--- config.mk ---
export PLATFORM = sky130hd
export DESIGN_NAME = pft_regs
export DESIGN_NICKNAME = d
export VERILOG_FILES = /design/src/shared/pft_pkg.sv /design/src/shared/pft_port_if.sv /design/src/verilog/pft_port_fault.sv /design/src/verilog/pft_regs.sv
export SDC_FILE = /design/constraint.sdc
export NUM_CORES = 1
export LEC_CHECK = 0
export ABC_AREA = 1
export BUFFER_PORTS_ARGS = -buffer_cell sky130_fd_sc_hd__buf_2
export CORE_ASPECT_RATIO = 2
export CORE_MARGIN = 5
export CORE_UTILIZATION = 55
export CTS_CLUSTER_DIAMETER = 40
export DETAILED_ROUTE_END_ITERATION = 12
export PLACE_DENSITY = 0.8
export SLEW_MARGIN = 20
export SYNTH_ARGS = -nofsm -noshare
export SYNTH_HDL_FRONTEND = slang
export SYNTH_SLANG_ARGS = --single-unit
--- constraint.sdc ---
create_clock -name i_sys_clk -period 2.05 [get_ports i_sys_clk]
set_clock_uncertainty 0.15 [all_clocks]
set_input_delay 0.41 -clock i_sys_clk [delete_from_list [all_inputs] [get_ports i_sys_clk]]
set_output_delay 0.41 -clock i_sys_clk [all_outputs]
set_load 0.005 [all_outputs]
--- src/shared/pft_pkg.sv ---
// Purpose: Constants shared by the temperature and 4-pair fault register block
// Assumes: Core clock of 25 MHz; command codes arrive from the serial front end
// Notes:   Bit pairs hold the ch1/2 port in the low bit, the ch3/4 port in the high bit
package pft_pkg;
   // =====================================================================
   // Command codes and reset values
   localparam logic [7:0] CMD_DIE_TEMP      = 8'h2c;
   localparam logic [7:0] CMD_FAULT_CFG     = 8'h2d;
   localparam logic [7:0] DIE_TEMP_RST      = 8'h00;
   localparam logic [7:0] FAULT_CFG_RST     = 8'h00;
   localparam logic [7:0] UNMAPPED_RDATA    = 8'h00;

   // =====================================================================
   // Fault configuration field positions (low bit of each pair)
   localparam int CFG_CURLIM_LSB = 6;
   localparam int CFG_PCUT_LSB   = 4;
   localparam int CFG_SUMEN_LSB  = 2;
   localparam int CFG_DISC_LSB   = 0;

   // =====================================================================
   // Temperature code scale, milli-degrees Celsius
   localparam int TEMP_OFFSET_MDEGC = -20000;
   localparam int TEMP_STEP_MDEGC   = 652;
   localparam int TEMP_FULL_MDEGC   = 146200;

   // =====================================================================
   // Timing
   localparam int SYS_CLK_PERIOD_NS  = 40;
   localparam int TEMP_REFRESH_MS    = 1000;
   localparam int TEMP_REFRESH_CYC   = TEMP_REFRESH_MS * 1000000 / SYS_CLK_PERIOD_NS;
   localparam int TEMP_CNT_W         = 25;

   // Operating modes of the controller
   typedef enum logic [1:0] {
      PFT_MODE_MANUAL,
      PFT_MODE_SEMI,
      PFT_MODE_AUTO
   } pft_mode_e;
endpackage : pft_pkg

--- src/shared/pft_port_if.sv ---
// Purpose: Carries one 4-pair port's settings, faults and channel-off requests
// Assumes: Index 0 is the odd channel of the pair, index 1 the even one
// Notes:   Combinational only; the top registers every result
`timescale 1ns/10ps
interface pft_port_if;
   logic       curlim_group_off;
   logic       powercut_group_off;
   logic       summed_powercut_en;
   logic [1:0] current_limit_fault;
   logic [1:0] powercut2_fault;
   logic       summed_powercut_fault;
   logic [1:0] chan_off;

   modport ctrl (output curlim_group_off, output powercut_group_off, output summed_powercut_en,
                 output current_limit_fault, output powercut2_fault, output summed_powercut_fault,
                 input chan_off);
   modport unit (input curlim_group_off, input powercut_group_off, input summed_powercut_en,
                 input current_limit_fault, input powercut2_fault, input summed_powercut_fault,
                 output chan_off);
endinterface : pft_port_if

--- src/verilog/pft_port_fault.sv ---
// Purpose: Decides which channels of one 4-pair port must be turned off
// Assumes: Fault inputs are already in the core clock domain
// Notes:   Pure combinational; the caller registers the result
`timescale 1ns/10ps
module pft_port_fault (
   // Port settings, faults and result
   pft_port_if.unit port
);
   // =====================================================================
   // Channel-off decision
   always_comb begin
      port.chan_off = port.current_limit_fault | port.powercut2_fault;
      // Grouping spreads a fault on either channel to both
      if (port.curlim_group_off && (|port.current_limit_fault)) begin
         port.chan_off = 2'h3;
      end
      if (port.powercut_group_off && (|port.powercut2_fault)) begin
         port.chan_off = 2'h3;
      end
      // Summed policing only acts when enabled; current-limit path above never depends on it
      if (port.summed_powercut_en && port.summed_powercut_fault) begin
         port.chan_off = 2'h3;
      end
   end
endmodule // pft_port_fault

--- src/verilog/pft_regs.sv ---
// Purpose: Die temperature and 4-pair fault configuration registers with fault grouping
// Assumes: Command port driven by the serial front end on i_sys_clk
// Notes:   Temperature is sampled from the converter on an internal one-second tick
//
// What this block does
// - Read-only temperature at 2Ch, resets zero
// - Temperature register holds full 8-bit result
// - Temperature refreshed about once per second
// - Code N means -20 plus N*0.652 C
// - Bits 7,6 current-limit grouping, writable, reset zero
// - Grouping one: current-limit fault turns off both
// - Grouping zero: only faulting channel turns off
// - Bits 5,4 power-cut grouping, writable, reset zero
// - Grouping one: power-cut fault turns off both
// - Grouping zero: only power-cut channel turns off
// - Auto mode sets both grouping bits after turn-on
// - Bits 3,2 enable summed power-cut policing
// - Zero disables summed; current-limit monitoring continues
// - Auto and semi-auto set summed enable after turn-on
// - Bits 1,0 pick disconnect threshold, one lower
`timescale 1ns/10ps
module pft_regs #(
   parameter int unsigned P_TEMP_REFRESH_CYC = pft_pkg::TEMP_REFRESH_CYC
) (
   // Clock and reset
   input  wire logic       i_sys_clk,
   input  wire logic       i_rst_n,
   // Command port from the serial front end
   input  wire logic [7:0] i_reg_addr,
   input  wire logic       i_reg_wr,
   input  wire logic       i_reg_rd,
   input  wire logic [7:0] i_reg_wdata,
   output logic      [7:0] o_reg_rdata,
   output logic            o_reg_rvalid,
   // Temperature converter result
   input  wire logic [7:0] i_temp_code,
   // Port state from the controller core
   input  wire logic [1:0] i_mode,
   input  wire logic [1:0] i_fourpair_ss_on,
   input  wire logic [3:0] i_current_limit_fault,
   input  wire logic [3:0] i_powercut2_fault,
   input  wire logic [1:0] i_summed_powercut_fault,
   // Results to the power path
   output logic      [3:0] o_chan_off,
   output logic      [1:0] o_summed_powercut_en,
   output logic      [1:0] o_disconnect_thresh_sel
);
   // =====================================================================
   // Reset release synchroniser
   logic rst_meta_reg;
   logic rst_n_sync;

   always_ff @(posedge i_sys_clk or negedge i_rst_n) begin
      if (!i_rst_n) begin
         rst_meta_reg <= 1'b0;
         rst_n_sync   <= 1'b0;
      end else begin
         rst_meta_reg <= 1'b1;
         rst_n_sync   <= rst_meta_reg;
      end
   end

   // =====================================================================
   // Register state
   logic [pft_pkg::TEMP_CNT_W-1:0] tick_cnt_reg, tick_cnt_next;
   logic                           refresh;
   logic [7:0] temp_code_reg, temp_code_next;
   logic [7:0] fault_cfg_reg, fault_cfg_next;
   logic [7:0] rdata_reg, rdata_next;
   logic       rvalid_reg, rvalid_next;
   logic [3:0] chan_off_reg, chan_off_next;
   logic [1:0] auto_set, semi_set;
   logic       mode_auto, mode_semi;

   assign mode_auto = (i_mode == pft_pkg::PFT_MODE_AUTO);
   assign mode_semi = (i_mode == pft_pkg::PFT_MODE_SEMI);
   assign auto_set  = mode_auto ? i_fourpair_ss_on : 2'h0;
   assign semi_set  = (mode_auto || mode_semi) ? i_fourpair_ss_on : 2'h0;
   assign refresh   = (tick_cnt_reg == pft_pkg::TEMP_CNT_W'(P_TEMP_REFRESH_CYC - 1));

   // =====================================================================
   // Port fault units, one per 4-pair port
   pft_port_if port_bus[2] ();

   for (genvar p = 0; p < 2; p++) begin : g_port
      // Low bit of each pair is the ch1/2 port
      assign port_bus[p].curlim_group_off      = fault_cfg_reg[pft_pkg::CFG_CURLIM_LSB + p];
      assign port_bus[p].powercut_group_off    = fault_cfg_reg[pft_pkg::CFG_PCUT_LSB + p];
      assign port_bus[p].summed_powercut_en    = fault_cfg_reg[pft_pkg::CFG_SUMEN_LSB + p];
      assign port_bus[p].current_limit_fault   = i_current_limit_fault[2*p +: 2];
      assign port_bus[p].powercut2_fault       = i_powercut2_fault[2*p +: 2];
      assign port_bus[p].summed_powercut_fault = i_summed_powercut_fault[p];
      assign chan_off_next[2*p +: 2]           = port_bus[p].chan_off;

      pft_port_fault u_port (
         .port (port_bus[p])
      );
   end

   // =====================================================================
   // Next-state logic for registers and read answer
   always_comb begin
      // Free-running tick; the host never has to ask for a conversion
      tick_cnt_next  = refresh ? '0 : tick_cnt_reg + 1'b1;
      temp_code_next = refresh ? i_temp_code : temp_code_reg;
      fault_cfg_next = fault_cfg_reg;
      if (i_reg_wr && (i_reg_addr == pft_pkg::CMD_FAULT_CFG)) begin
         fault_cfg_next = i_reg_wdata;
      end
      // Hardware set wins over a host write in the same cycle
      for (int p = 0; p < 2; p++) begin
         if (auto_set[p]) begin
            fault_cfg_next[pft_pkg::CFG_CURLIM_LSB + p] = 1'b1;
            fault_cfg_next[pft_pkg::CFG_PCUT_LSB + p]   = 1'b1;
         end
         if (semi_set[p]) begin
            fault_cfg_next[pft_pkg::CFG_SUMEN_LSB + p] = 1'b1;
         end
      end
      rvalid_next = i_reg_rd;
      rdata_next  = rdata_reg;
      if (i_reg_rd) begin
         case (i_reg_addr)
            pft_pkg::CMD_DIE_TEMP:  rdata_next = temp_code_reg;
            pft_pkg::CMD_FAULT_CFG: rdata_next = fault_cfg_reg;
            default:                rdata_next = pft_pkg::UNMAPPED_RDATA;
         endcase
      end
   end

   // Registers; writes to the temperature code are simply dropped
   always_ff @(posedge i_sys_clk or negedge rst_n_sync) begin
      if (!rst_n_sync) begin
         tick_cnt_reg  <= '0;
         temp_code_reg <= pft_pkg::DIE_TEMP_RST;
         fault_cfg_reg <= pft_pkg::FAULT_CFG_RST;
         rdata_reg     <= pft_pkg::UNMAPPED_RDATA;
         rvalid_reg    <= 1'b0;
         chan_off_reg  <= 4'h0;
      end else begin
         tick_cnt_reg  <= tick_cnt_next;
         temp_code_reg <= temp_code_next;
         fault_cfg_reg <= fault_cfg_next;
         rdata_reg     <= rdata_next;
         rvalid_reg    <= rvalid_next;
         chan_off_reg  <= chan_off_next;
      end
   end

   // =====================================================================
   // Outputs straight from flops
   assign o_reg_rdata             = rdata_reg;
   assign o_reg_rvalid            = rvalid_reg;
   assign o_chan_off              = chan_off_reg;
   assign o_summed_powercut_en    = fault_cfg_reg[pft_pkg::CFG_SUMEN_LSB +: 2];
   assign o_disconnect_thresh_sel = fault_cfg_reg[pft_pkg::CFG_DISC_LSB +: 2];
endmodule // pft_regs

Yosys cells after proc, flatten, opt, wreduce, memory -nomap -nowiden
Index checks and enable logic that the tools add are counted.
{"block": "word_totals", "elab_cells": 53, "out_inout_bits": 17, "register_bits": 56}
{"block": "op_classes", "bitwise_logic": 2, "mux": 17, "add_sub_neg": 1, "reduce_logical": 16, "n_eq_ne": 5}
{"operator": "$add 25x1->25 const B", "n": 1}
{"operator": "$eq 25x25->1 const B", "n": 1}
{"operator": "$mux 25", "n": 1}
{"operator": "$eq 8x6->1 const B", "n": 2}
{"operator": "$mux 2", "n": 8}
{"operator": "$pmux 8 s2", "n": 1}
{"operator": "$mux 8", "n": 1}
{"operator": "$reduce_bool 2->1", "n": 4}
{"operator": "$reduce_or 2->1", "n": 4}
{"operator": "$logic_and 1x1->1", "n": 7}
{"operator": "$mux 1", "n": 6}
{"operator": "$or 2x2->2", "n": 2}
{"operator": "$eq 2x1->1 const B", "n": 1}
{"operator": "$eq 2x2->1 const B", "n": 1}
{"operator": "$logic_or 1x1->1", "n": 1}

Logic depth before layout (Yosys ltp)
{"block": "depth", "ltp_word": 5, "depth_mapped": 9, "ltp_nobuf": 8}

Cells and area by module
A second synthesis with hierarchy kept.
{"block": "hier_totals", "cells_unflattened": 374, "hier_area_um2": 2975.4}
{"mod": "pft_regs", "area_each_um2": 2882.8, "cells_per_inst": 352, "n_inst": 1, "seq_area_each_um2": 1401.3}
{"mod": "pft_port_fault", "area_each_um2": 46.3, "cells_per_inst": 11, "n_inst": 2, "seq_area_each_um2": 0.0}

Worst setup path before layout
No wires, ideal clock.
{"block": "synth_path", "kind": "flip-flop to flip-flop", "start": "reg tick_cnt_reg[0] (netlist bit)", "end": "reg tick_cnt_reg[22] (netlist bit)", "setup_ns": 0.119, "arrival_time_ns": 1.263, "stages_incl_launch_ff": 10, "required_time_ns": 1.781, "n_path_buf": 1, "slack_ns": 0.518, "path_cell_list": "dfrtp_1 > ha_1 > nand2_1 > nor2_4 > nand2_1 > nor2_2 > nand2_2 > buf_6 > nand2_1 > nor2_1"}
{"block": "synth_via", "elab_chain_cells": 2, "elab_cells_between_ends": 3}
{"element": "start: declaration", "line_no": "pft_regs.sv:65", "text": "logic [pft_pkg::TEMP_CNT_W-1:0] tick_cnt_reg, tick_cnt_next;"}
{"element": "start signal: assignment", "line_no": "pft_regs.sv:141", "text": "tick_cnt_reg <= tick_cnt_next;"}
{"element": "$add 25x1->25 or $eq 25x25->1 (tied branches)", "line_no": "pft_regs.sv:104, pft_regs.sv:79"}
{"element": "$mux 25 *", "line_no": "pft_regs.sv:104", "text": "tick_cnt_next = refresh ? '0 : tick_cnt_reg + 1'b1;"}
{"element": "via tick_cnt_next, one bit", "line_no": "pft_regs.sv:65"}
Mark *: on every way through the listed nets, which the timed path passes. The rest lies on a longest branch.
A chain may end at the register's enable or synchronous reset.

Final worst setup path
Ends and elaborated chain as after synthesis.

==> impl.org <==
** STA
- Period utilization :: about 83%
- Max frequency :: 584.3 MHz
- Setup repair after global routing left no endpoint under its margin.
- Total count of max-transition violations in the final report :: 0
- Final Hold Violating Endpoints :: 0
- Final setup margin :: roughly 0.34 ns
- Across all hold checks on the routed design, the worst slack comes to 0.1070 ns.
- Setup violations remaining at the end of the flow were counted as 0.
- Accumulated negative setup slack :: 0 ns
- Post-layout minimum cycle time :: 1.711 ns

** Power and ir drop
- Proportion of power drawn by combinational gates :: 7.0%
- In this run the power density over the cells is between 500 and 600 nW/um2.
- Net switching is a little under a quarter of the power.
- Across the VDD grid, the largest voltage drop is 0.5126 mV.
- Net switching power :: about 0.00043 W
- Internal power comes to about 0.0014 W.
- Part of the power in the clock network :: roughly a third
- For this design the static power due to leakage is about 1.7 nW.
- Registers are responsible for about 62% of the overall power.

** Synth
- The biggest area contributor in the post-synthesis netlist is sky130_fd_sc_hd__dfrtp_1.
- After technology mapping, the gate count stands at approximately 380.
- Number of synthesized register bits :: 56
- Ys async rst share :: 100.0%
- Synthesized Nets :: roughly 430
- The Yosys step of the flow raised 0 warnings.
- Sorting the synthesized cells by how often they occur yields 141 x sky130_fd_sc_hd__nand2_1, 56 x sky130_fd_sc_hd__dfrtp_1, 55 x sky130_fd_sc_hd__nor2_1.
- Averaged over all synthesized cells, the footprint is 7.507 um2.
- Most frequently used flop master after synthesis :: sky130_fd_sc_hd__dfrtp_1
- Number of distinct standard cells referenced by the synthesized netlist :: 28
- Sequential cell area fraction in the yosys report :: 48.61%
- The synthesized design devotes to its leading area cell type about half of total area.
- Yosys instantiated no cell more often than sky130_fd_sc_hd__nand2_1.
- Synthesized cell area :: a little under 3000 um2
- EDFF count, synth :: 0
- By area the synthesized netlist is led by sky130_fd_sc_hd__dfrtp_1 49%, sky130_fd_sc_hd__nand2_1 18%, sky130_fd_sc_hd__nor2_1 7.2%.

** Setup path
- Required time of the critical path :: approximately 2.1 ns
- Following the worst setup path forward leads to its endpoint at tick_cnt_reg[22].
- Counting both buffers and inverters, the worst setup path holds a total of 0.
- Depth of the critical timing path with buffers and inverters included :: 8
- Worst reg2reg path startpoint :: tick_cnt_reg[0]
- The slowest stage of the critical path is the sky130_fd_sc_hd__dfrtp_1 cell.
- The endpoint identified for the worst register-to-register timing path is tick_cnt_reg[22].
- Launch point of the worst path :: tick_cnt_reg[0]
- At the worst endpoint, the arrival time is 1.76 ns.
- Classification of the worst setup path :: reg -> reg
- Length in cells of the worst reg-to-reg path :: 8
- The critical path goes through ha_1 > nand2_1 > nor2_4 > nand2_1 > nor2_2 > nand2_2 > nand2_1 > nor2_1.
- The setup check on the worst reg-to-reg path leaves a slack of 0.34 ns.
- Grouping stages by cell kind, the critical path spends the most delay in simple AND/OR/NAND/NOR gates.
- Counting stages on the worst path, the most repeated cell is sky130_fd_sc_hd__nand2_1.
- Largest stage delay on the critical path :: roughly 0.38 ns
- Of all nets on the critical path, the largest fanout is 14.
- Crit start category :: flop
- Endpoint kind of the worst setup timing path :: flop

** Clocking
- H-Tree Level Count :: 2
- The clock passes through at most 2 buffers.
- Clock tree from TritonCTS :: yes
- Gates resized during post-CTS repair numbered 0.
- Count of hold-fix buffers inserted at cts :: 1
- CTS Buf Count :: 5
- After clock tree synthesis, the setup repair step added 0 buffers.
- Clock Root Buffer :: sky130_fd_sc_hd__clkbuf_8
- The clock drives between 50 and 60 sinks.
- After clock tree synthesis, the clock-pin slew on the worst setup and hold paths is around 0.09 ns.
- The later pin in the worst-skew pair is clocked with a latency of between 0.3 and 0.4 ns.

** Placed design
- Placer Congestion :: between 0.9 and 1
- Port buffering added slightly below 60 buffers.
- OpenSTA, run right after detailed placement, puts the worst setup slack at ~0.33 ns.
- Placed Area :: roughly 3200 um2
- Summed over all nets, the half-perimeter wirelength after detailed placement is around 5.5 mm.

** Floorplan
- Once the floorplan was initialized, standard cells occupied roughly 56% of the core.
- between 50 and 60 I/O pins were placed.
- The die covers around 7000 um2.
- Vertical extent of the die :: roughly 110 um
- In this run the core area contains 37 standard-cell rows.
- The core region is ~5100 um2.
- Width of the die :: 61.19 um

** Layout
- Final standard cell area without fillers :: 3338 um2
- Ant. Diodes :: 0
- Post-synthesis to final-layout area growth :: 15.80%
- After filler insertion, the fill cell instance count of the layout stands at roughly 480.
- Once layout is complete, the utilization of the core stands at around two thirds.
- Max reg flops :: 25
- Fraction of final layout cells sized beyond drive strength 1 :: between 10% and 20%
- At the end of the flow, the number of nets in the layout was just under 500.

** Global routing
- Global-route total usage across every layer :: between 20% and 30%
- Pin count of the biggest net entering global routing :: 55
- In the global route stage, met1 resource usage came out at around 22%.
- Global routing used about two fifths of the available met2 tracks.
- Global-route wire length before repair :: around 12 mm
- Met3 track utilization from global routing :: between 3 and 4%
- The initial antenna violation count is 0.
- Vias in the first global route :: ~2.7k
- The global routing stage identified its most utilized layer as met2.
- Global routing finished with a remaining overflow of 0.

** Detailed routing
- In the routed design, unresolved DRC markers number 0.
- Number of DRC markers in iteration 0 :: ~170
- Final routed wirelength across all metal layers :: around 7.0 mm
- Average wire per standard cell :: around 14 um
- For this run, the detailed router's first-pass iteration total came to 4.
- After detailed routing, the number of vias per cell comes to roughly 5.2.
- Across all layers, the routed design uses between 2k and 3k vias.
- In this run the remaining antenna-violating nets after routing total 0.

** Run
- Reported max-cap violation count :: 0

** Status
- The run finished with clean final reports.

** Hold path
- In this run the worst hold path is classified as reg -> async.
==> placed cells by master, fill, tap and decap left out, types with 2 or more instances in the layout <==
cell type,n
sky130_fd_sc_hd__o21bai_1,2
sky130_fd_sc_hd__ha_1,2
sky130_fd_sc_hd__buf_2,58
sky130_fd_sc_hd__inv_1,34
sky130_fd_sc_hd__buf_4,2
sky130_fd_sc_hd__o21ai_0,10
sky130_fd_sc_hd__nand3_1,39
sky130_fd_sc_hd__xor2_1,8
sky130_fd_sc_hd__clkinv_2,2
sky130_fd_sc_hd__clkbuf_1,2
sky130_fd_sc_hd__nor2_4,5
sky130_fd_sc_hd__a21oi_1,6
sky130_fd_sc_hd__dfrtp_1,55
sky130_fd_sc_hd__nand4_1,6
sky130_fd_sc_hd__nor2_2,4
sky130_fd_sc_hd__clkbuf_8,5
sky130_fd_sc_hd__nand2_1,141
sky130_fd_sc_hd__nor2_1,55
==> worst min path at each step <==
| stage | start | end |
|---|---|---|
| finish | rst_n_sync | temp_code_reg[5] |
| global placement | i_rst_n | rst_meta_reg |
| floorplan | i_rst_n | rst_meta_reg |
| detailed placement | i_rst_n | rst_meta_reg |
| CTS | rst_n_sync | tick_cnt_reg[1] |
| global route | i_temp_code[2] | temp_code_reg[2] |
==> worst reg2reg max path, cell delays in order (launching register included) <==
cell,delay (ns)
sky130_fd_sc_hd__dfrtp_1,0.38
sky130_fd_sc_hd__ha_1,0.22
sky130_fd_sc_hd__nand2_1,0.11
sky130_fd_sc_hd__nor2_4,0.13
sky130_fd_sc_hd__nand2_1,0.10
sky130_fd_sc_hd__nor2_2,0.14
sky130_fd_sc_hd__nand2_2,0.19
sky130_fd_sc_hd__nand2_1,0.12
sky130_fd_sc_hd__nor2_1,0.05
==> power groups by stage <==
stage / clock [W] / sequential [W] / combinational [W]
detailed placement: 0 / 0.00117 / 0.000131
global route: 0.000646 / 0.00115 / 0.000153
CTS: 0.000599 / 0.00114 / 0.000133
finish: 0.000583 / 0.00114 / 0.000130
floorplan: 0 / 0.00117 / 0.0000469
global placement: 0 / 0.00116 / 0.000127
==> routing by layer <==
| metal | wire length, um | part of all wire (%) |
|---|---|---|
| met1 | 2302 | 33 |
| met3 | 244 | 3.5 |
| met2 | 4121 | 59 |
| met5 | 0 | 0 |
| met4 | 284 | 4.1 |
==> metrics by stage <==
stage          cells  power (W)
6_report         507   0.001857
3_5_place_dp     498   0.001296
3_3_place_gp     498   0.001291
5_1_grt          507   0.001945
4_1_cts          507   0.001875
2_1_floorplan    384   0.001221
==> logic make-up (layout without fill, tap and decap cells) <==
logic type	Yosys count	in the layout	synth area share, %
AOI/OAI and AO/OA	19	19	3.472
adders and majority gates	2	2	0.8679
xor gates and xnor gates	8	8	2.431
other	1	1	0.1301
and+or+nand+nor	257	257	38.54
buffers and inverters	41	106	5.945
DFF	56	56	48.61
==> layout make-up <==
class | count | area [um2] | share of cell area, %
clock buffers | 7 | 76.32 | 2.286
clock inverters | 1 | 5.005 | 0.1499
inverters | 36 | 136.4 | 4.085
multi-input cells | 287 | 1310 | 39.24
flip-flops and latches | 56 | 1403 | 42.02
well taps | 58 | 72.57 | 2.174
repair buffers | 62 | 335.3 | 10.04
(Power assumes the default switching activity.)
